===== src/cpu_state_pkg.sv =====
package cpu_state_pkg;

  // ****************************************************************
  // Register map, byte offsets on the 12-bit bus address
  // ****************************************************************
  localparam logic [11:0] OFS_CORE   = 12'h000;  // Sixteen words, index 0 to 15.
  localparam logic [11:0] OFS_COMBINED_STATUS_WORD   = 12'h040;
  localparam logic [11:0] OFS_APPLICATION_STATUS   = 12'h044;
  localparam logic [11:0] OFS_INTERRUPT_STATUS_NUMBER   = 12'h048;
  localparam logic [11:0] OFS_EXECUTION_STATUS   = 12'h04C;
  localparam logic [11:0] OFS_PRIM   = 12'h050;
  localparam logic [11:0] OFS_FMASK  = 12'h054;
  localparam logic [11:0] OFS_BPRI   = 12'h058;
  localparam logic [11:0] OFS_CTRL   = 12'h05C;
  localparam logic [11:0] OFS_MSP    = 12'h060;
  localparam logic [11:0] OFS_PSP    = 12'h064;
  localparam logic [11:0] OFS_STATE  = 12'h068;

  // ****************************************************************
  // Field layouts
  // ****************************************************************
  localparam logic [31:0] APPLICATION_STATUS_MASK  = 32'hF800_0000;
  localparam logic [31:0] INTERRUPT_STATUS_NUMBER_MASK  = 32'h0000_01FF;
  localparam logic [31:0] EXECUTION_STATUS_MASK  = 32'h0600_FC00;
  localparam int          EXECUTION_STATUS_T_BIT = 24;
  localparam logic [31:0] SP_MASK    = 32'hFFFF_FFFC;
  localparam logic [31:0] PC_MASK    = 32'hFFFF_FFFE;
  localparam int          CTRL_USER  = 0;
  localparam int          CTRL_SPSEL = 1;
  localparam int          IDX_SP     = 13;
  localparam int          IDX_LR     = 14;
  localparam int          IDX_PC     = 15;
  localparam int          IDX_HI_LO  = 8;
  localparam int          IDX_HI_HI  = 12;

  // ****************************************************************
  // Reset values
  // ****************************************************************
  localparam logic [31:0] EXECUTION_STATUS_RST   = 32'h0100_0000;
  localparam logic [1:0]  CTRL_RST   = 2'h0;
  localparam logic [31:0] WORD_RST   = 32'h0000_0000;

  // Operating states; handler at user level has no code.
  typedef enum logic [2:0] {
    ST_PRIV_HANDLER = 3'b001,
    ST_PRIV_THREAD  = 3'b010,
    ST_USER_THREAD  = 3'b100
  } op_state_t;

endpackage


===== src/cpu_mode_and_core_registers.sv =====
// Our own choices: the address map and the APB slave port.
`timescale 1ns/10ps
// Overview of operation
// - Only privileged handler, privileged/user thread states
// - User-level special accesses blocked, raise fault
// - Exception service runs privileged handler, else thread
// - Sixteen core registers each hold 32 bits
// - Registers 8-12 unreachable by narrow instructions
// - Process stack only in user thread mode
// - Stack pointer low two bits forced zero
// - Subroutine call loads return address register
// - Program counter bit zero forced zero
// - Application status flags live in bits 27-31
// - Interrupt status holds active exception number
// - Execution status keeps bits 10-15, 25-26
// - Bit 24 reads one; clearing it faults
// - Status parts accessible combined and individually
// - Primary mask passes only nonmaskable and hard fault
// - Fault mask passes only nonmaskable interrupt
// - Nonzero threshold blocks equal or larger priorities
// - Control bit 0 selects thread privilege
// - Control bit 1 is stored, zero in handler; stack follows user thread state
// - Bit-band alias maps single bits of memory
// - Unaligned data accesses are allowed and split
module cpu_mode_and_core_registers #(
  parameter logic [31:0] SRAM_BASE = 32'h1000_0000,
  parameter logic [31:0] BB_BASE   = 32'h1200_0000,
  parameter int          BB_BYTES  = 32'h0010_0000,
  parameter int          PRIO_W    = 9
) (
  input  wire logic              pclk,
  input  wire logic              presetn,
  input  wire logic              psel,
  input  wire logic              penable,
  input  wire logic              pwrite,
  input  wire logic [11:0]       paddr,
  input  wire logic [31:0]       pwdata,
  output logic      [31:0]       prdata,
  output logic                   pready,
  output logic                   pslverr,
  input  wire logic              narrow_insn,
  input  wire logic              exc_enter,
  input  wire logic [8:0]        exc_num,
  input  wire logic              exc_exit,
  input  wire logic [8:0]        exc_ret_num,
  input  wire logic              call_valid,
  input  wire logic [31:0]       call_ret_addr,
  input  wire logic [31:0]       call_target,
  input  wire logic              flags_valid,
  input  wire logic [4:0]        flags_in,
  input  wire logic              irq_valid,
  input  wire logic              irq_is_nmi,
  input  wire logic              irq_is_hardfault,
  input  wire logic [PRIO_W-1:0] irq_prio,
  input  wire logic [31:0]       bb_addr,
  input  wire logic [31:0]       ua_addr,
  input  wire logic [2:0]        ua_bytes,
  output logic                   fault,
  output logic                   irq_take,
  output logic [2:0]             op_state,
  output logic                   psp_active,
  output logic [31:0]            instruction_pointer,
  output logic                   bb_hit,
  output logic [31:0]            bb_word_addr,
  output logic [4:0]             bb_bit,
  output logic                   ua_split
);

  // ****************************************************************
  // Decode helpers
  // ****************************************************************

  // Special registers are privileged; combined and application status,
  // the state word and core registers stay open to user code.
  function automatic logic is_special(input logic [11:0] a);
    is_special = (a >= cpu_state_pkg::OFS_INTERRUPT_STATUS_NUMBER) && (a != cpu_state_pkg::OFS_STATE);
  endfunction

  // Only whole words inside the map answer; anything else is refused.
  function automatic logic is_mapped(input logic [11:0] a);
    is_mapped = (a[1:0] == 2'h0) && (a <= cpu_state_pkg::OFS_STATE);
  endfunction

  // ****************************************************************
  // State
  // ****************************************************************
  // Slot 13 of the array is never used: the stack pointer lives in the
  // two banked words below, so a write to index 13 lands in one of them.
  logic [31:0] gpr_q [16];
  logic [31:0] gpr_d [16];
  logic [31:0] msp_q, msp_d, psp_q, psp_d;
  logic [31:0] application_status_q, application_status_d, interrupt_status_number_q, interrupt_status_number_d, execution_status_q, execution_status_d;
  logic        prim_q, prim_d, fmask_q, fmask_d;
  logic [PRIO_W-1:0] bpri_q, bpri_d;
  logic [1:0]  ctrl_q, ctrl_d, saved_ctrl_q, saved_ctrl_d;
  logic [7:0]  depth_q, depth_d;
  cpu_state_pkg::op_state_t state_q, state_d;
  logic [31:0] prdata_q, prdata_d;
  logic        pready_q, pready_d, pslverr_q, pslverr_d, fault_q, fault_d;
  logic        take_q, take_d, bb_hit_q, bb_hit_d, split_q, split_d;
  logic        psp_active_q, psp_active_d;
  logic [31:0] bb_word_q, bb_word_d;
  logic [4:0]  bb_bit_q, bb_bit_d;

  // Decode terms shared by the bus and the event logic.
  logic        setup, access, user_lvl, err, psp_sel;
  logic [31:0] combined_status_word, wv, bb_off;
  logic [3:0]  idx;

  // ****************************************************************
  // Next-state logic
  // ****************************************************************

  // The bus answers with no wait state: the setup cycle evaluates the
  // access and the access phase sees ready, data and error at once.
  always_comb begin
    setup    = psel && !penable;
    access   = psel && penable && pready_q;
    user_lvl = (state_q == cpu_state_pkg::ST_USER_THREAD);
    psp_sel  = user_lvl;
    combined_status_word     = application_status_q | interrupt_status_number_q | execution_status_q;
    idx      = paddr[5:2];
    wv       = pwdata;
    // Every register here except fault holds its value unless a bus write or an event moves it; fault clears each cycle.
    gpr_d    = gpr_q;
    msp_d    = msp_q;
    psp_d    = psp_q;
    application_status_d   = application_status_q;
    interrupt_status_number_d   = interrupt_status_number_q;
    execution_status_d   = execution_status_q;
    prim_d   = prim_q;
    fmask_d  = fmask_q;
    bpri_d   = bpri_q;
    ctrl_d   = ctrl_q;
    saved_ctrl_d = saved_ctrl_q;
    depth_d  = depth_q;
    fault_d  = 1'b0;
    // Error cases: unmapped word, narrow access to high registers,
    // blocked privileged register, or an attempt to clear bit 24.
    err = !is_mapped(paddr);
    if (paddr < cpu_state_pkg::OFS_COMBINED_STATUS_WORD && narrow_insn &&
        idx >= 4'(cpu_state_pkg::IDX_HI_LO) && idx <= 4'(cpu_state_pkg::IDX_HI_HI)) begin
      err = 1'b1;
    end
    if (user_lvl && is_special(paddr)) begin
      err = 1'b1;
    end
    if (pwrite && !pwdata[cpu_state_pkg::EXECUTION_STATUS_T_BIT] &&
        (paddr == cpu_state_pkg::OFS_COMBINED_STATUS_WORD || paddr == cpu_state_pkg::OFS_EXECUTION_STATUS)) begin
      err = 1'b1;
    end
    // Ready follows every setup by exactly one cycle, refused or not, so
    // the master never waits on an error.
    pready_d  = setup;
    pslverr_d = setup && err;
    prdata_d  = cpu_state_pkg::WORD_RST;
    // Read data is captured at the setup edge and stands only in the
    // access phase; outside it the bus shows zero.
    if (setup && !err && !pwrite) begin
      unique case (paddr)
        cpu_state_pkg::OFS_COMBINED_STATUS_WORD:  prdata_d = combined_status_word;
        cpu_state_pkg::OFS_APPLICATION_STATUS:  prdata_d = application_status_q;
        cpu_state_pkg::OFS_INTERRUPT_STATUS_NUMBER:  prdata_d = interrupt_status_number_q;
        cpu_state_pkg::OFS_EXECUTION_STATUS:  prdata_d = execution_status_q;
        cpu_state_pkg::OFS_PRIM:  prdata_d = {31'h0000_0000, prim_q};
        cpu_state_pkg::OFS_FMASK: prdata_d = {31'h0000_0000, fmask_q};
        cpu_state_pkg::OFS_BPRI:  prdata_d = 32'(bpri_q);
        cpu_state_pkg::OFS_CTRL:  prdata_d = {30'h0000_0000, ctrl_q};
        cpu_state_pkg::OFS_MSP:   prdata_d = msp_q;
        cpu_state_pkg::OFS_PSP:   prdata_d = psp_q;
        cpu_state_pkg::OFS_STATE: prdata_d = {28'h000_0000, psp_sel, state_q};
        default: begin
          if (idx == 4'(cpu_state_pkg::IDX_SP)) begin
            prdata_d = psp_sel ? psp_q : msp_q;
          end else begin
            prdata_d = gpr_q[idx];
          end
        end
      endcase
    end
    // Faults are set at the edge that closes the access phase, one for each
    // refused write, or refused user-level read, of a mapped word.
    if (access && pslverr_q && (user_lvl || pwrite)) begin
      fault_d = is_mapped(paddr);
    end
    // A write lands only at the edge that closes the access phase, and
    // only if the setup cycle raised no error, so a refused write is lost.
    if (access && !pslverr_q && pwrite) begin
      unique case (paddr)
        cpu_state_pkg::OFS_COMBINED_STATUS_WORD: begin
          application_status_d = wv & cpu_state_pkg::APPLICATION_STATUS_MASK;
          execution_status_d = (wv & cpu_state_pkg::EXECUTION_STATUS_MASK) | cpu_state_pkg::EXECUTION_STATUS_RST;
        end
        cpu_state_pkg::OFS_APPLICATION_STATUS:  application_status_d = wv & cpu_state_pkg::APPLICATION_STATUS_MASK;
        cpu_state_pkg::OFS_INTERRUPT_STATUS_NUMBER:  interrupt_status_number_d = interrupt_status_number_q;
        cpu_state_pkg::OFS_EXECUTION_STATUS:
          execution_status_d = (wv & cpu_state_pkg::EXECUTION_STATUS_MASK) | cpu_state_pkg::EXECUTION_STATUS_RST;
        cpu_state_pkg::OFS_PRIM:  prim_d = wv[0];
        cpu_state_pkg::OFS_FMASK: fmask_d = wv[0];
        cpu_state_pkg::OFS_BPRI:  bpri_d = wv[PRIO_W-1:0];
        cpu_state_pkg::OFS_CTRL: begin
          ctrl_d[cpu_state_pkg::CTRL_USER] = wv[0];
          // The stack select stays zero while an exception runs.
          ctrl_d[cpu_state_pkg::CTRL_SPSEL] = wv[1] && (depth_q == 8'h00);
        end
        cpu_state_pkg::OFS_MSP:   msp_d = wv & cpu_state_pkg::SP_MASK;
        cpu_state_pkg::OFS_PSP:   psp_d = wv & cpu_state_pkg::SP_MASK;
        cpu_state_pkg::OFS_STATE: ctrl_d = ctrl_q;
        default: begin
          if (idx == 4'(cpu_state_pkg::IDX_SP)) begin
            if (psp_sel) begin
              psp_d = wv & cpu_state_pkg::SP_MASK;
            end else begin
              msp_d = wv & cpu_state_pkg::SP_MASK;
            end
          end else if (idx == 4'(cpu_state_pkg::IDX_PC)) begin
            gpr_d[idx] = wv & cpu_state_pkg::PC_MASK;
          end else begin
            gpr_d[idx] = wv;
          end
        end
      endcase
    end
    // Pipeline events take priority over a bus write in the same cycle.
    if (flags_valid) begin
      application_status_d = {flags_in, 27'h000_0000};
    end
    if (call_valid) begin
      gpr_d[cpu_state_pkg::IDX_LR] = call_ret_addr;
      gpr_d[cpu_state_pkg::IDX_PC] = call_target & cpu_state_pkg::PC_MASK;
    end
    // Depth counts active exceptions; control is saved on the first entry
    // only, so a nested return cannot restore it early. The counter is
    // eight bits wide; deeper nesting than that is not supported.
    if (exc_enter) begin
      if (depth_q == 8'h00) begin
        saved_ctrl_d = ctrl_d;
      end
      ctrl_d[cpu_state_pkg::CTRL_SPSEL] = 1'b0;
      interrupt_status_number_d  = 32'(exc_num);
      depth_d = depth_q + 8'h01;
    end else if (exc_exit && depth_q != 8'h00) begin
      depth_d = depth_q - 8'h01;
      if (depth_q == 8'h01) begin
        ctrl_d = saved_ctrl_q;
        interrupt_status_number_d = cpu_state_pkg::WORD_RST;
      end else begin
        interrupt_status_number_d = 32'(exc_ret_num);
      end
    end
    // Handler mode is always privileged, so a user handler never forms.
    if (depth_d != 8'h00) begin
      state_d = cpu_state_pkg::ST_PRIV_HANDLER;
    end else if (ctrl_d[cpu_state_pkg::CTRL_USER]) begin
      state_d = cpu_state_pkg::ST_USER_THREAD;
    end else begin
      state_d = cpu_state_pkg::ST_PRIV_THREAD;
    end
    // The stack flag is its own flop so the output has no decode behind it.
    psp_active_d = (state_d == cpu_state_pkg::ST_USER_THREAD);
  end

  // ****************************************************************
  // Interrupt masking, bit-band and unaligned helpers
  // ****************************************************************

  // Fault mask outranks primary mask; only the nonmaskable request
  // passes through both.
  always_comb begin
    take_d = 1'b0;
    if (irq_valid) begin
      if (irq_is_nmi) begin
        take_d = 1'b1;
      end else if (fmask_q) begin
        take_d = 1'b0;
      end else if (irq_is_hardfault) begin
        take_d = 1'b1;
      end else if (prim_q) begin
        take_d = 1'b0;
      end else begin
        take_d = (bpri_q == '0) || (irq_prio < bpri_q);
      end
    end
    // The hit test relies on the alias window not wrapping past the top
    // of the 32-bit address space; keep BB_BASE low enough for that.
    // Each alias word stands for one bit of the memory region.
    bb_off    = bb_addr - BB_BASE;
    bb_hit_d  = (bb_addr >= BB_BASE) && (bb_off < 32'(BB_BYTES) * 32'h0000_0020);
    bb_word_d = SRAM_BASE + {5'h00, bb_off[31:7], 2'h0};
    bb_bit_d  = {bb_off[6:2]} ;
    // An access crossing a word boundary is served as two words.
    // A four-bit sum keeps offset plus length from wrapping for long
    // accesses, which would otherwise look aligned.
    split_d = (4'(ua_addr[1:0]) + 4'(ua_bytes)) > 4'h4;
  end

  // ****************************************************************
  // Registers
  // ****************************************************************

  // Control state resets to privileged thread on the main stack.
  always_ff @(posedge pclk or negedge presetn) begin
    if (!presetn) begin
      for (int i = 0; i < 16; i++) begin
        gpr_q[i] <= cpu_state_pkg::WORD_RST;
      end
      msp_q        <= cpu_state_pkg::WORD_RST;
      psp_q        <= cpu_state_pkg::WORD_RST;
      application_status_q       <= cpu_state_pkg::WORD_RST;
      interrupt_status_number_q       <= cpu_state_pkg::WORD_RST;
      execution_status_q       <= cpu_state_pkg::EXECUTION_STATUS_RST;
      prim_q       <= 1'b0;
      fmask_q      <= 1'b0;
      bpri_q       <= '0;
      ctrl_q       <= cpu_state_pkg::CTRL_RST;
      saved_ctrl_q <= cpu_state_pkg::CTRL_RST;
      depth_q      <= 8'h00;
      state_q      <= cpu_state_pkg::ST_PRIV_THREAD;
      prdata_q     <= cpu_state_pkg::WORD_RST;
      pready_q     <= 1'b0;
      pslverr_q    <= 1'b0;
      fault_q      <= 1'b0;
      take_q       <= 1'b0;
      bb_hit_q     <= 1'b0;
      bb_word_q    <= cpu_state_pkg::WORD_RST;
      bb_bit_q     <= 5'h00;
      split_q      <= 1'b0;
      psp_active_q <= 1'b0;
    end else begin
      gpr_q        <= gpr_d;
      msp_q        <= msp_d;
      psp_q        <= psp_d;
      application_status_q       <= application_status_d;
      interrupt_status_number_q       <= interrupt_status_number_d;
      execution_status_q       <= execution_status_d;
      prim_q       <= prim_d;
      fmask_q      <= fmask_d;
      bpri_q       <= bpri_d;
      ctrl_q       <= ctrl_d;
      saved_ctrl_q <= saved_ctrl_d;
      depth_q      <= depth_d;
      state_q      <= state_d;
      prdata_q     <= prdata_d;
      pready_q     <= pready_d;
      pslverr_q    <= pslverr_d;
      fault_q      <= fault_d;
      take_q       <= take_d;
      bb_hit_q     <= bb_hit_d;
      bb_word_q    <= bb_word_d;
      bb_bit_q     <= bb_bit_d;
      split_q      <= split_d;
      psp_active_q <= psp_active_d;
    end
  end

  // ****************************************************************
  // Outputs, each straight from a flip-flop
  // ****************************************************************
  // No output has a combinational path through this block, so the bus
  // and the pipeline never see a glitch or a loop through it.
  assign prdata              = prdata_q;
  assign pready              = pready_q;
  assign pslverr             = pslverr_q;
  assign fault               = fault_q;
  assign irq_take            = take_q;
  assign op_state            = state_q;
  assign psp_active          = psp_active_q;
  assign instruction_pointer = gpr_q[cpu_state_pkg::IDX_PC];
  assign bb_hit              = bb_hit_q;
  assign bb_word_addr        = bb_word_q;
  assign bb_bit              = bb_bit_q;
  assign ua_split            = split_q;

endmodule


===== config.mk =====
export PLATFORM = sky130hd
export DESIGN_NAME = cpu_mode_and_core_registers
export DESIGN_NICKNAME = d
export VERILOG_FILES = /design/src/cpu_state_pkg.sv /design/src/cpu_mode_and_core_registers.sv
export SDC_FILE = /design/constraint.sdc
export NUM_CORES = 1
export LEC_CHECK = 0
export BUFFER_PORTS_ARGS = -buffer_cell sky130_fd_sc_hd__buf_4
export CAP_MARGIN = 20
export CORE_UTILIZATION = 30
export CTS_BUF_LIST = sky130_fd_sc_hd__clkbuf_4 sky130_fd_sc_hd__clkbuf_8 sky130_fd_sc_hd__clkbuf_16
export DETAILED_ROUTE_END_ITERATION = 12
export GPL_ROUTABILITY_DRIVEN = 0
export PLACE_DENSITY = 0.54
export RECOVER_POWER = 25
export SLEW_MARGIN = 20
export SYNTH_ARGS = -nofsm -noshare
export SYNTH_HDL_FRONTEND = slang
export SYNTH_SLANG_ARGS = --single-unit

===== constraint.sdc =====
create_clock -name pclk -period 2.7 [get_ports pclk]
set_clock_uncertainty 0.15 [all_clocks]
set_input_delay 0.81 -clock pclk [delete_from_list [all_inputs] [get_ports pclk]]
set_output_delay 0.81 -clock pclk [all_outputs]
set_load 0.01 [all_outputs]

==> out/summary.json, run 1 <==
{
  "clocking": {
    "htreeDepth": 3,
    "insertion_delay_ns": 0.64,
    "cts_made_buffers": 81,
    "cts_max_path_buffers": 3,
    "cts_num_sinks": 686,
    "clk_root_buffer_cell": "clkbuf_16",
    "clkSlewWorstSetupHoldPaths_ns": 0.06,
    "cts_tree": "built"
  },
  "pwr": {
    "worst_ir_drop_vdd_uv": 394,
    "power.leakage_nw": 19.1,
    "power_mw": 24.9,
    "power_density_over_the_cells_nw_per_um2": 629
  },
  "detailed_routing": {
    "wl_um": 94300,
    "via_per_inst": 5.06,
    "detail_route.iter0.violations": 1204,
    "drt.antenna.violating_nets": 0,
    "avgRoutedWirePerCell_um": 22.7,
    "first_pass_iters": 5,
    "post_route_drc": 0,
    "via_count": 21002
  },
  "synthesis": {
    "fraction_of_the_mapped_netlist_area_in_simple_logic_gates_pct": 5.29,
    "synth_async_sr_flop_share_pct": 100,
    "netlist.top_cell.by_area": "dfrtp_1",
    "synth_sequential_area_ratio_pct": 54.3,
    "post_synth_instance_area_um2": 31600,
    "synth_compound_area_share_pct": 5.31,
    "synth_enable_flop_cells": 0,
    "post_synth_inst_count": 2384,
    "synthAdderAreaFrac_pct": 0.657,
    "synth.ff_latch_count": 686,
    "yosysUniqueCellTypes": 63,
    "synth_top_family_by_area": "multiplexers",
    "synthMuxAreaShare_pct": 30.0,
    "cell_types_occupying_the_most_area_after_synthesis": "dfrtp_1, mux2_1, mux4_2",
    "synthMostInstantiatedCell": "dfrtp_1",
    "synth.top_cell.area_share_pct": 54.2,
    "yosys_warnings": 0,
    "yosys.area_share.xor_xnor_pct": 0.249,
    "synthTopCellsByCount": "dfrtp_1, mux2_1, nand2_1",
    "mapped_avg_cell_area_um2": 13.3,
    "synth_ff_type": "dfrtp_1"
  },
  "floorplanning": {
    "start_util_pct": 30.4,
    "core-area_um2": 104000,
    "chipWidth_um": 327,
    "floorplan.die_area_um2": 107000,
    "fp-row-count": 118,
    "io_pins": 331,
    "die_h_um": 327
  },
  "setup_path": {
    "cp-end-kind": "flip-flop",
    "worstSetupPathType": "reg2reg",
    "cpLargestDelayFamily": "simple AND/OR/NAND/NOR gates",
    "timing.critical_path.buf_inv": 1,
    "rr_worst_depth": 8,
    "cp_max_fo": 3,
    "worstPathCellList": "inv_2, ha_4, or3b_4, o211a_1, or3_4, a221o_1, or4b_4, nor2b_1",
    "setup.worst_path.start_class": "flip-flop",
    "critPathRequiredTime_ns": 3.11,
    "critPathMaxStageDelay_ns": 0.51,
    "cp_data_arrival_time_ns": 3.18,
    "path_depth": 8,
    "crit_path_top_delay_cell": "or4b_4"
  },
  "timing": {
    "rsz_0062_raised_after_global_routing": "yes",
    "max_slew.worst_pin.slew_ns": 1.41,
    "finalWorstPathRequiredPeriod_ns": 2.77,
    "highest_attainable_clock_frequency_mhz": 361,
    "setup_violations": 2,
    "post_layout_worst_setup_margin_ns": -0.0726,
    "final-hold-violation-count": 0,
    "layout_worst_path_cycle_share_pct": 103,
    "timing_max_transition_violations_final": 0,
    "slew_headroom_pct": 6.28
  },
  "global_routing": {
    "via_count_of_the_first_global_routing_pass": 22930,
    "grt_start_max_net_pins": 107,
    "global_route.overflow_total": 0,
    "grt_use_total_pct": 17.8,
    "grt_antenna_before_repair": 2,
    "grt_first_pass_wirelength_um": 144000
  },
  "final_layout": {
    "post_route_cells_drive_above_1_share_pct": 31.7,
    "final_cell_area_um2": 39600,
    "design.final.nets": 2942,
    "area_delta_synth_final_pct": 25.1,
    "final.fill_count": 9918
  },
  "status": {
    "failing_checks": "negative setup slack",
    "status": "finished, violations left"
  },
  "placed_design": {
    "numPortBuffers": 291,
    "dpl.hpwl_um": 65000,
    "dpl_cell_area_um2": 36900
  },
  "min_path": {
    "holdPathStages": 1,
    "hold_class": "in2reg"
  },
  "job": {
    "drv.max_cap_violation_count": 0
  }
}
==> layout make-up <==
cell class / instances / area [um^2] / area share (%)
diodes: 6 / 15.0 / 0.0379
clock buffers: 118 / 2460 / 6.23
clock inverters: 25 / 314 / 0.794
inverters: 31 / 118 / 0.297
multi-input cells: 1401 / 13300 / 33.6
flip-flops and latches: 686 / 17200 / 43.4
well taps: 1380 / 1730 / 4.36
repair buffers: 505 / 4480 / 11.3
==> stage by stage <==
step | setup TNS, ns | hold WS (ns) | std cells | worst slack [ns] | utilization (%)
floorplan | -5.04 | 0.274 | 2389 | -0.107 | -
finish | -0.0991 | 0.152 | 4152 | -0.0726 | 38.0
detailed placement | -108.18 | 0.214 | 4000 | -0.339 | 35.4
CTS | -0.0784 | 0.0799 | 4145 | -0.0595 | 38.1
global route | -0.209 | 0.122 | 4147 | -0.110 | 38.0
global placement | -97.09 | 0.210 | 4000 | -0.336 | 35.4
==> state kept, by name (all words and copies together), names as in the netlist, 2 cells and up <==
name	cells
depth_q	8
interrupt_status_number_q	9
bb_word_addr	26
application_status_q	5
instruction_pointer	32
execution_status_q	8
prdata	32
op_state	2
saved_ctrl_q	2
gpr_q	477
bb_bit	5
msp_q	30
bpri_q	9
ctrl_q	2
psp_q	30
==> layout by cell type (no fill, tap or decap), types with 21 or more instances in the layout <==
cell type	instances
clkbuf_4	41
o21ai_1	79
inv_1	27
buf_12	57
nand3_1	67
a21oi_1	40
dfrtp_1	684
buf_4	400
mux4_2	126
mux2_1	418
nand2_1	177
o21ai_0	70
nor2_1	21
a22oi_1	33
mux2i_1	110
mux2_2	74
clkbuf_16	83
==> final timing paths <==
kind                                  startpoint                          to  slack [ns]
max                         depth_q[0]$_DFF_PN0_        psp_active$_DFF_PN0_       -0.07
min                                  bb_addr[23]  bb_word_addr[18]$_DFF_PN0_        0.15
max reg2reg                 depth_q[0]$_DFF_PN0_        psp_active$_DFF_PN0_       -0.07
min reg2reg                gpr_q[70]$_DFFE_PN0P_       gpr_q[70]$_DFFE_PN0P_        0.22
max in group asynchronous                presetn       bpri_q[0]$_DFFE_PN0P_        0.24
min in group asynchronous                presetn           pslverr$_DFF_PN0_        0.89
==> layer usage <==
| metal | routed length, um | track usage, % |
|---|---|---|
| met1 | 41300 | 23.5 |
| met2 | 44900 | 29.1 |
| met3 | 5120 | 3.26 |
| met4 | 3060 | 6.77 |
| met5 | 0 | 0 |
==> where the power goes <==
group          switching, mW  leakage [nW]  total, mW  internal [mW]
registers              0.318          9.27       11.1           10.8
clock network           4.44          1.38       11.3           6.82
logic                   1.35          8.43       2.56           1.21
total                   6.11          19.1       24.9           18.8
==> cells by family (layout without fill, tap and decap cells) <==
group / after synthesis / after routing
fa+ha+maj: 16 / 16
simple gates: 356 / 356
mux: 728 / 728
xor+xnor: 9 / 9
buf+inv: 302 / 679
other cells: 2 / 13
flops: 686 / 686
compound gates: 285 / 285
==> timing repair <==
action                     4_1_cts  5_1_grt
hold buffers                     1        0
pin swaps                        1        0
setup endpoints to repair        2        3
setup buffers                    1        1
resized for setup                0        1
gates cloned                     0        0
hold endpoints to repair        16        0
Power figures use the tool's default switching activity.
==> run 2, diff against run 1 <==
CTS_BUF_LIST = sky130_fd_sc_hd__clkbuf_16   (was sky130_fd_sc_hd__clkbuf_4 sky130_fd_sc_hd__clkbuf_8 sky130_fd_sc_hd__clkbuf_16)
==> run 2 against run 1 <==
  * The flow still finishes with violations (negative setup slack)
  * Non-clock buffer count unchanged
  * Core utilization fell by 0.26 points
  * Hold slack better by 0.00068 ns
  * Worst setup slack worse by 0.010 ns
  * Register-to-register slack about the same
  * Clock power fell by 7%
  * First-iteration DRC count down 1.4%
  * Sequential share of layout area grew 0.30 points
  * Largest cell class unchanged
==> out/summary.json, run 2 (synthesized netlist as in run 1, its figures left out) <==
{
  "status": {
    "status": "finished, violations left",
    "failing_checks": "negative setup slack"
  },
  "placed_design": {
    "dpl.hpwl_um": 65000,
    "dp.cells": 4000,
    "numPortBuffers": 291
  },
  "min_path": {
    "hold_class": "in2reg",
    "holdPathEnd": "bb_word_addr[18]$_DFF_PN0_",
    "hold_path_startpoint": "bb_addr[23]",
    "holdPathStages": 1
  },
  "detailed_routing": {
    "post_route_drc": 0,
    "via_per_inst": 5.06,
    "first_pass_iters": 5,
    "wl_um": 94100,
    "via_count": 20991,
    "avgRoutedWirePerCell_um": 22.7,
    "drt.antenna.violating_nets": 0,
    "detail_route.iter0.violations": 1187
  },
  "final_layout": {
    "layout.cells.most_common": "dfrtp_1",
    "design.final.nets": 2942,
    "number_of_flip_flops_in_the_largest_register": 477,
    "multi_input_gate_area_in_the_final_layout_um2": 13300,
    "top_register": "gpr_q",
    "post_route_cells_drive_above_1_share_pct": 30.4,
    "area_delta_synth_final_pct": 24.2,
    "final-instance-count-excl-fill": 4147,
    "register_area_um2": 17200,
    "final.fill_count": 9942,
    "most_frequent_cells_in_the_layout": "dfrtp_1, mux2_1, buf_4, nand2_1, mux4_2"
  },
  "timing": {
    "highest_attainable_clock_frequency_mhz": 359,
    "rsz_0062_raised_after_global_routing": "yes",
    "timing_max_transition_violations_final": 0,
    "finalWorstPathRequiredPeriod_ns": 2.78,
    "slew_headroom_pct": 6.31,
    "setup_violations": 2,
    "max_slew.worst_pin.slew_ns": 1.41,
    "finalHoldWorstSlack_ns": 0.153,
    "final-hold-violation-count": 0,
    "post_layout_worst_setup_margin_ns": -0.0828,
    "layout_worst_path_cycle_share_pct": 103
  },
  "pwr": {
    "worst_ir_drop_vdd_uv": 509,
    "power.leakage_nw": 19.0,
    "power_mw": 24.1,
    "power_density_over_the_cells_nw_per_um2": 613
  },
  "setup_path": {
    "regToRegEndpoint": "psp_active$_DFF_PN0_",
    "critPathMaxStageDelay_ns": 0.52,
    "cp_max_fo": 3,
    "critPathRequiredTime_ns": 3.11,
    "rr_worst_depth": 8,
    "cp-end-kind": "flip-flop",
    "rrSetupSlack_ns": -0.08,
    "crit_path_top_delay_cell": "or4b_4",
    "cp_data_arrival_time_ns": 3.19,
    "worstPathCellList": "inv_2, ha_4, or3b_4, o211a_1, or3_4, a221o_1, or4b_4, nor2b_1",
    "setup.worst_path.start_class": "flip-flop",
    "regToRegStartpoint": "depth_q[0]$_DFF_PN0_",
    "worstSetupPathType": "reg2reg"
  },
  "global_routing": {
    "grt_start_max_net_pins": 107,
    "grt_antenna_before_repair": 2,
    "grt_first_pass_wirelength_um": 144000,
    "grt_use_total_pct": 17.8,
    "global_route.overflow_total": 0,
    "via_count_of_the_first_global_routing_pass": 22855
  },
  "floorplanning": {
    "start_util_pct": 30.4,
    "fp-row-count": 118,
    "die_h_um": 327,
    "chipWidth_um": 327,
    "floorplan.die_area_um2": 107000,
    "core-area_um2": 104000,
    "io_pins": 331
  },
  "clocking": {
    "cts_made_buffers": 81,
    "insertion_delay_ns": 0.64,
    "cts_tree": "built",
    "htreeDepth": 3,
    "cts_max_path_buffers": 3,
    "clk_root_buffer_cell": "clkbuf_16",
    "clkSlewWorstSetupHoldPaths_ns": 0.06,
    "cts_num_sinks": 686
  },
  "job": {
    "drv.max_cap_violation_count": 0
  }
}
==> run 2: cell types whose count changed in the layout (fill, tap and decap cells not counted) <==
| cell | previous run | this run |
|---|---|---|
| clkbuf_4 | 41 | 26 |
| clkbuf_8 | 20 | 0 |
| clkinv_1 | 0 | 20 |
| diode_2 | 6 | 1 |
| inv_1 | 27 | 42 |
==> run 2: worst max-delay path: cells and delay by family, from the launching register on <==
kind            cells  cell delay, ns
simple gates        4            1.38
compound gates      2            0.56
flops               1            0.40
fa+ha+maj           1            0.14
buf+inv             1            0.08
==> run 2: worst max-delay path by stage <==
stage / slack [ns] / end / depth (start not counted) / start
after global routing: -0.11 / psp_active$_DFF_PN0_ / 8 / depth_q[0]$_DFF_PN0_
final: -0.08 / psp_active$_DFF_PN0_ / 8 / depth_q[0]$_DFF_PN0_
after CTS: -0.06 / psp_active$_DFF_PN0_ / 8 / depth_q[0]$_DFF_PN0_
after global placement: -0.34 / prdata[15]$_DFF_PN0_ / 10 / paddr[7]
after detailed placement: -0.34 / prdata[15]$_DFF_PN0_ / 10 / paddr[7]
after floorplan: -0.11 / msp_q[10]$_DFFE_PN0P_ / 9 / paddr[7]
==> run 2: through the flow <==
step / setup WS, ns / setup TNS [ns] / cell area (um^2) / utilization [%]
final: -0.0828 / -0.110 / 39300 / 37.8
after detailed placement: -0.339 / -108.18 / 36900 / 35.4
after CTS: -0.0592 / -0.0766 / 39400 / 37.9
after global routing: -0.110 / -0.207 / 39300 / 37.8
after global placement: -0.336 / -97.09 / 36900 / 35.4
after floorplan: -0.107 / -5.04 / 31800 / -
==> run 2: final cells by class <==
class | instances | share of cell area [%]
Tap cell | 1380 | 4.39
Multi-Input combinational cell | 1401 | 33.8
Timing Repair Buffer | 505 | 11.4
Antenna cell | 1 | 0.00637
Inverter | 31 | 0.299
Sequential cell | 686 | 43.7
Clock buffer | 83 | 5.28
Clock inverter | 60 | 1.13
==> run 2: per-layer routing <==
metal	vias up	GRT usage, %	share of wire, %
met1	10968	23.7	44
li1	9217	-	-
met3	165	2.83	5.3
met2	641	29.4	48
met5	-	0	0
met4	0	6.03	2.8
==> run 2: repair_timing <==
item	CTS	global route
endpoints found under the hold margin	16	0
buffers inserted	1	1
gates resized for setup	0	1
setup endpoints to repair	2	3
pin swaps	1	0
hold buffers	1	0
==> run 2: power by group <==
part | leakage, nW | switching (mW) | internal (mW) | total, mW
registers | 9.27 | 0.318 | 10.8 | 11.1
logic | 8.43 | 1.35 | 1.21 | 2.56
clock network | 1.28 | 4.43 | 6.05 | 10.5
==> run 3, diff against run 2 <==
CELL_PAD_IN_SITES_DETAIL_PLACEMENT = 2   (was unset)
CELL_PAD_IN_SITES_GLOBAL_PLACEMENT = 2   (was unset)
PLACE_DENSITY = 0.7   (was 0.54)
RECOVER_POWER = 50   (was 25)
==> run 3 against run 2 <==
  * The flow still finishes with violations (negative setup slack)
  * First-iteration DRC count is 9.9% lower
  * Core utilization is 0.23 points higher
  * Non-clock buffer count is 2 higher
  * Critical path type unchanged
  * Cell count is 0.14% higher
  * Flip-flop and latch count stayed put
  * Critical endpoint unchanged
  * Highest routed layer unchanged
  * Combinational power is 5% higher
  * Clock-buffer cell count is 1 higher
  * Clock power is 5% higher
  * Sequential share of layout area is 0.26 points lower
  * Global-route usage is 2.8 points higher
  * Hold slack worse by 0.0054 ns
  * Maximum frequency is 0.88% higher
==> out/summary.json, run 3 (synthesized netlist as in run 1, its figures left out) <==
{
  "detailed_routing": {
    "dr_wl_met2_um": 56800,
    "drt.antenna.violating_nets": 0,
    "via_per_inst": 5.15,
    "met3_wirelength_um": 3510,
    "avgRoutedWirePerCell_um": 26.2,
    "via_count": 21378,
    "wl_um": 109000,
    "detail_route.iter0.violations": 1069,
    "post_route_drc": 0,
    "top_layer": "met4",
    "detail_route.wirelength.met1_um": 44400,
    "first_pass_iters": 5
  },
  "setup_path": {
    "cp_data_arrival_time_ns": 3.18,
    "rrSetupSlack_ns": -0.06,
    "cp-end-kind": "flip-flop",
    "cp_max_fo": 3,
    "setup.worst_path.start_class": "flip-flop",
    "worstSetupPathType": "reg2reg",
    "critPathRequiredTime_ns": 3.12
  },
  "global_routing": {
    "grt_start_max_net_pins": 104,
    "grt_antenna_before_repair": 2,
    "via_count_of_the_first_global_routing_pass": 25563,
    "global_route.overflow_total": 0,
    "grt_use_total_pct": 20.6,
    "grt_first_pass_wirelength_um": 166000
  },
  "min_path": {
    "hold_class": "in2reg"
  },
  "placed_design": {
    "numPortBuffers": 291,
    "dpl.hpwl_um": 74600
  },
  "timing": {
    "highest_attainable_clock_frequency_mhz": 363,
    "finalWorstPathRequiredPeriod_ns": 2.76,
    "final-hold-violation-count": 0,
    "rsz_0062_raised_after_global_routing": "yes",
    "layout_worst_path_cycle_share_pct": 102,
    "slew_headroom_pct": 14.9,
    "post_layout_worst_setup_margin_ns": -0.0584,
    "setup_violations": 3,
    "sum_neg_setup_slack_ns": -0.111,
    "timing_max_transition_violations_final": 0,
    "max_slew.worst_pin.slew_ns": 1.28
  },
  "clocking": {
    "cts_max_path_buffers": 3,
    "cts_post_setup_buffers_inserted": 0,
    "insertion_delay_ns": 0.65,
    "htreeDepth": 3,
    "clkSlewWorstSetupHoldPaths_ns": 0.06,
    "cts_num_sinks": 686,
    "cts_made_buffers": 83,
    "clk_root_buffer_cell": "clkbuf_16",
    "cts_tree": "built"
  },
  "pwr": {
    "power.leakage_nw": 19.1,
    "power_density_over_the_cells_nw_per_um2": 626,
    "worst_ir_drop_vdd_uv": 599
  },
  "status": {
    "status": "finished, violations left",
    "failing_checks": "negative setup slack"
  },
  "final_layout": {
    "design.final.nets": 2946,
    "top_register": "gpr_q",
    "most_frequent_cells_in_the_layout": "dfrtp_1, mux2_1, buf_4, nand2_1, mux4_2",
    "layout.cells.most_common": "dfrtp_1",
    "area_delta_synth_final_pct": 25.0,
    "final_util_pct": 38.0,
    "number_of_flip_flops_in_the_largest_register": 477,
    "post_route_cells_drive_above_1_share_pct": 30.7
  },
  "floorplanning": {
    "core-area_um2": 104000,
    "fp-row-count": 118,
    "start_util_pct": 30.4,
    "io_pins": 331,
    "floorplan.die_area_um2": 107000,
    "chipWidth_um": 327,
    "die_h_um": 327
  },
  "job": {
    "drv.max_cap_violation_count": 0
  }
}
run 3: cell types whose count changed in the layout (fill, tap and decap cells not counted), sizes merged, moves of 3 or more:
cell and delta:
bufinv +3, clkbuf -3, clkinv -3, buf +6, inv +3
run 3: path summary, 6_finish.rpt:
check,depth (start not counted),start,to
setup / recovery,8,depth_q[0]$_DFF_PN0_,psp_active$_DFF_PN0_
hold / removal,1,bb_addr[17],bb_word_addr[12]$_DFF_PN0_
setup reg to reg,8,depth_q[0]$_DFF_PN0_,psp_active$_DFF_PN0_
hold reg to reg,0,gpr_q[82]$_DFFE_PN0P_,gpr_q[82]$_DFFE_PN0P_
max in group asynchronous,4,presetn,op_state[1]$_DFF_PN1_
min in group asynchronous,2,presetn,gpr_q[37]$_DFFE_PN0P_
run 3: stage by stage:
stage	total power [mW]	instance area [um^2]	hold slack [ns]	setup slack (ns)	cells
3_5_place_dp	14.0	37000	0.214	-0.423	4004
4_1_cts	25.1	39700	0.0762	-0.0645	4151
3_3_place_gp	13.8	37000	0.210	-0.315	4004
5_1_grt	25.7	39500	0.112	-0.157	4151
6_report	24.8	39500	0.147	-0.0584	4153
2_1_floorplan	12.5	31800	0.274	-0.107	2389
run 3: metal layers:
metal	track usage [%]	vias up
met1	24.7	11501
met4	7.48	0
met2	37.2	473
li1	-	9214
met5	0	-
met3	3.02	190
run 3: timing repair:
| action | in CTS | in global routing |
|---|---|---|
| gates resized for setup | 1 | 0 |
| hold endpoints to repair | 22 | 0 |
| endpoints found under the setup margin | 3 | 3 |
| hold buffers | 1 | 0 |
| pin swaps | 0 | 0 |
run 3: layout make-up:
class	count	area, um^2
inverter	31	116
sequential	686	17200
antenna	2	5.00
timing repair buffer	507	4630
multi-input combinational	1401	13300
clock inverter	62	527
tap	1380	1730
fill	10419	64500
clock buffer	84	2100
run 3: worst max-delay path, cell delays in order, from the launching register on:
cell and delay (ns):
dfrtp_2 0.41, inv_2 0.08, ha_4 0.13, or3b_4 0.39
o211a_1 0.23, or3_4 0.33, a221o_1 0.34, or4b_4 0.50
nor2b_1 0.12
run 3: where the power goes:
group          internal (mW)  switching, mW
combinational           1.23           1.45
sequential              10.8          0.357
clock                   6.41           4.55
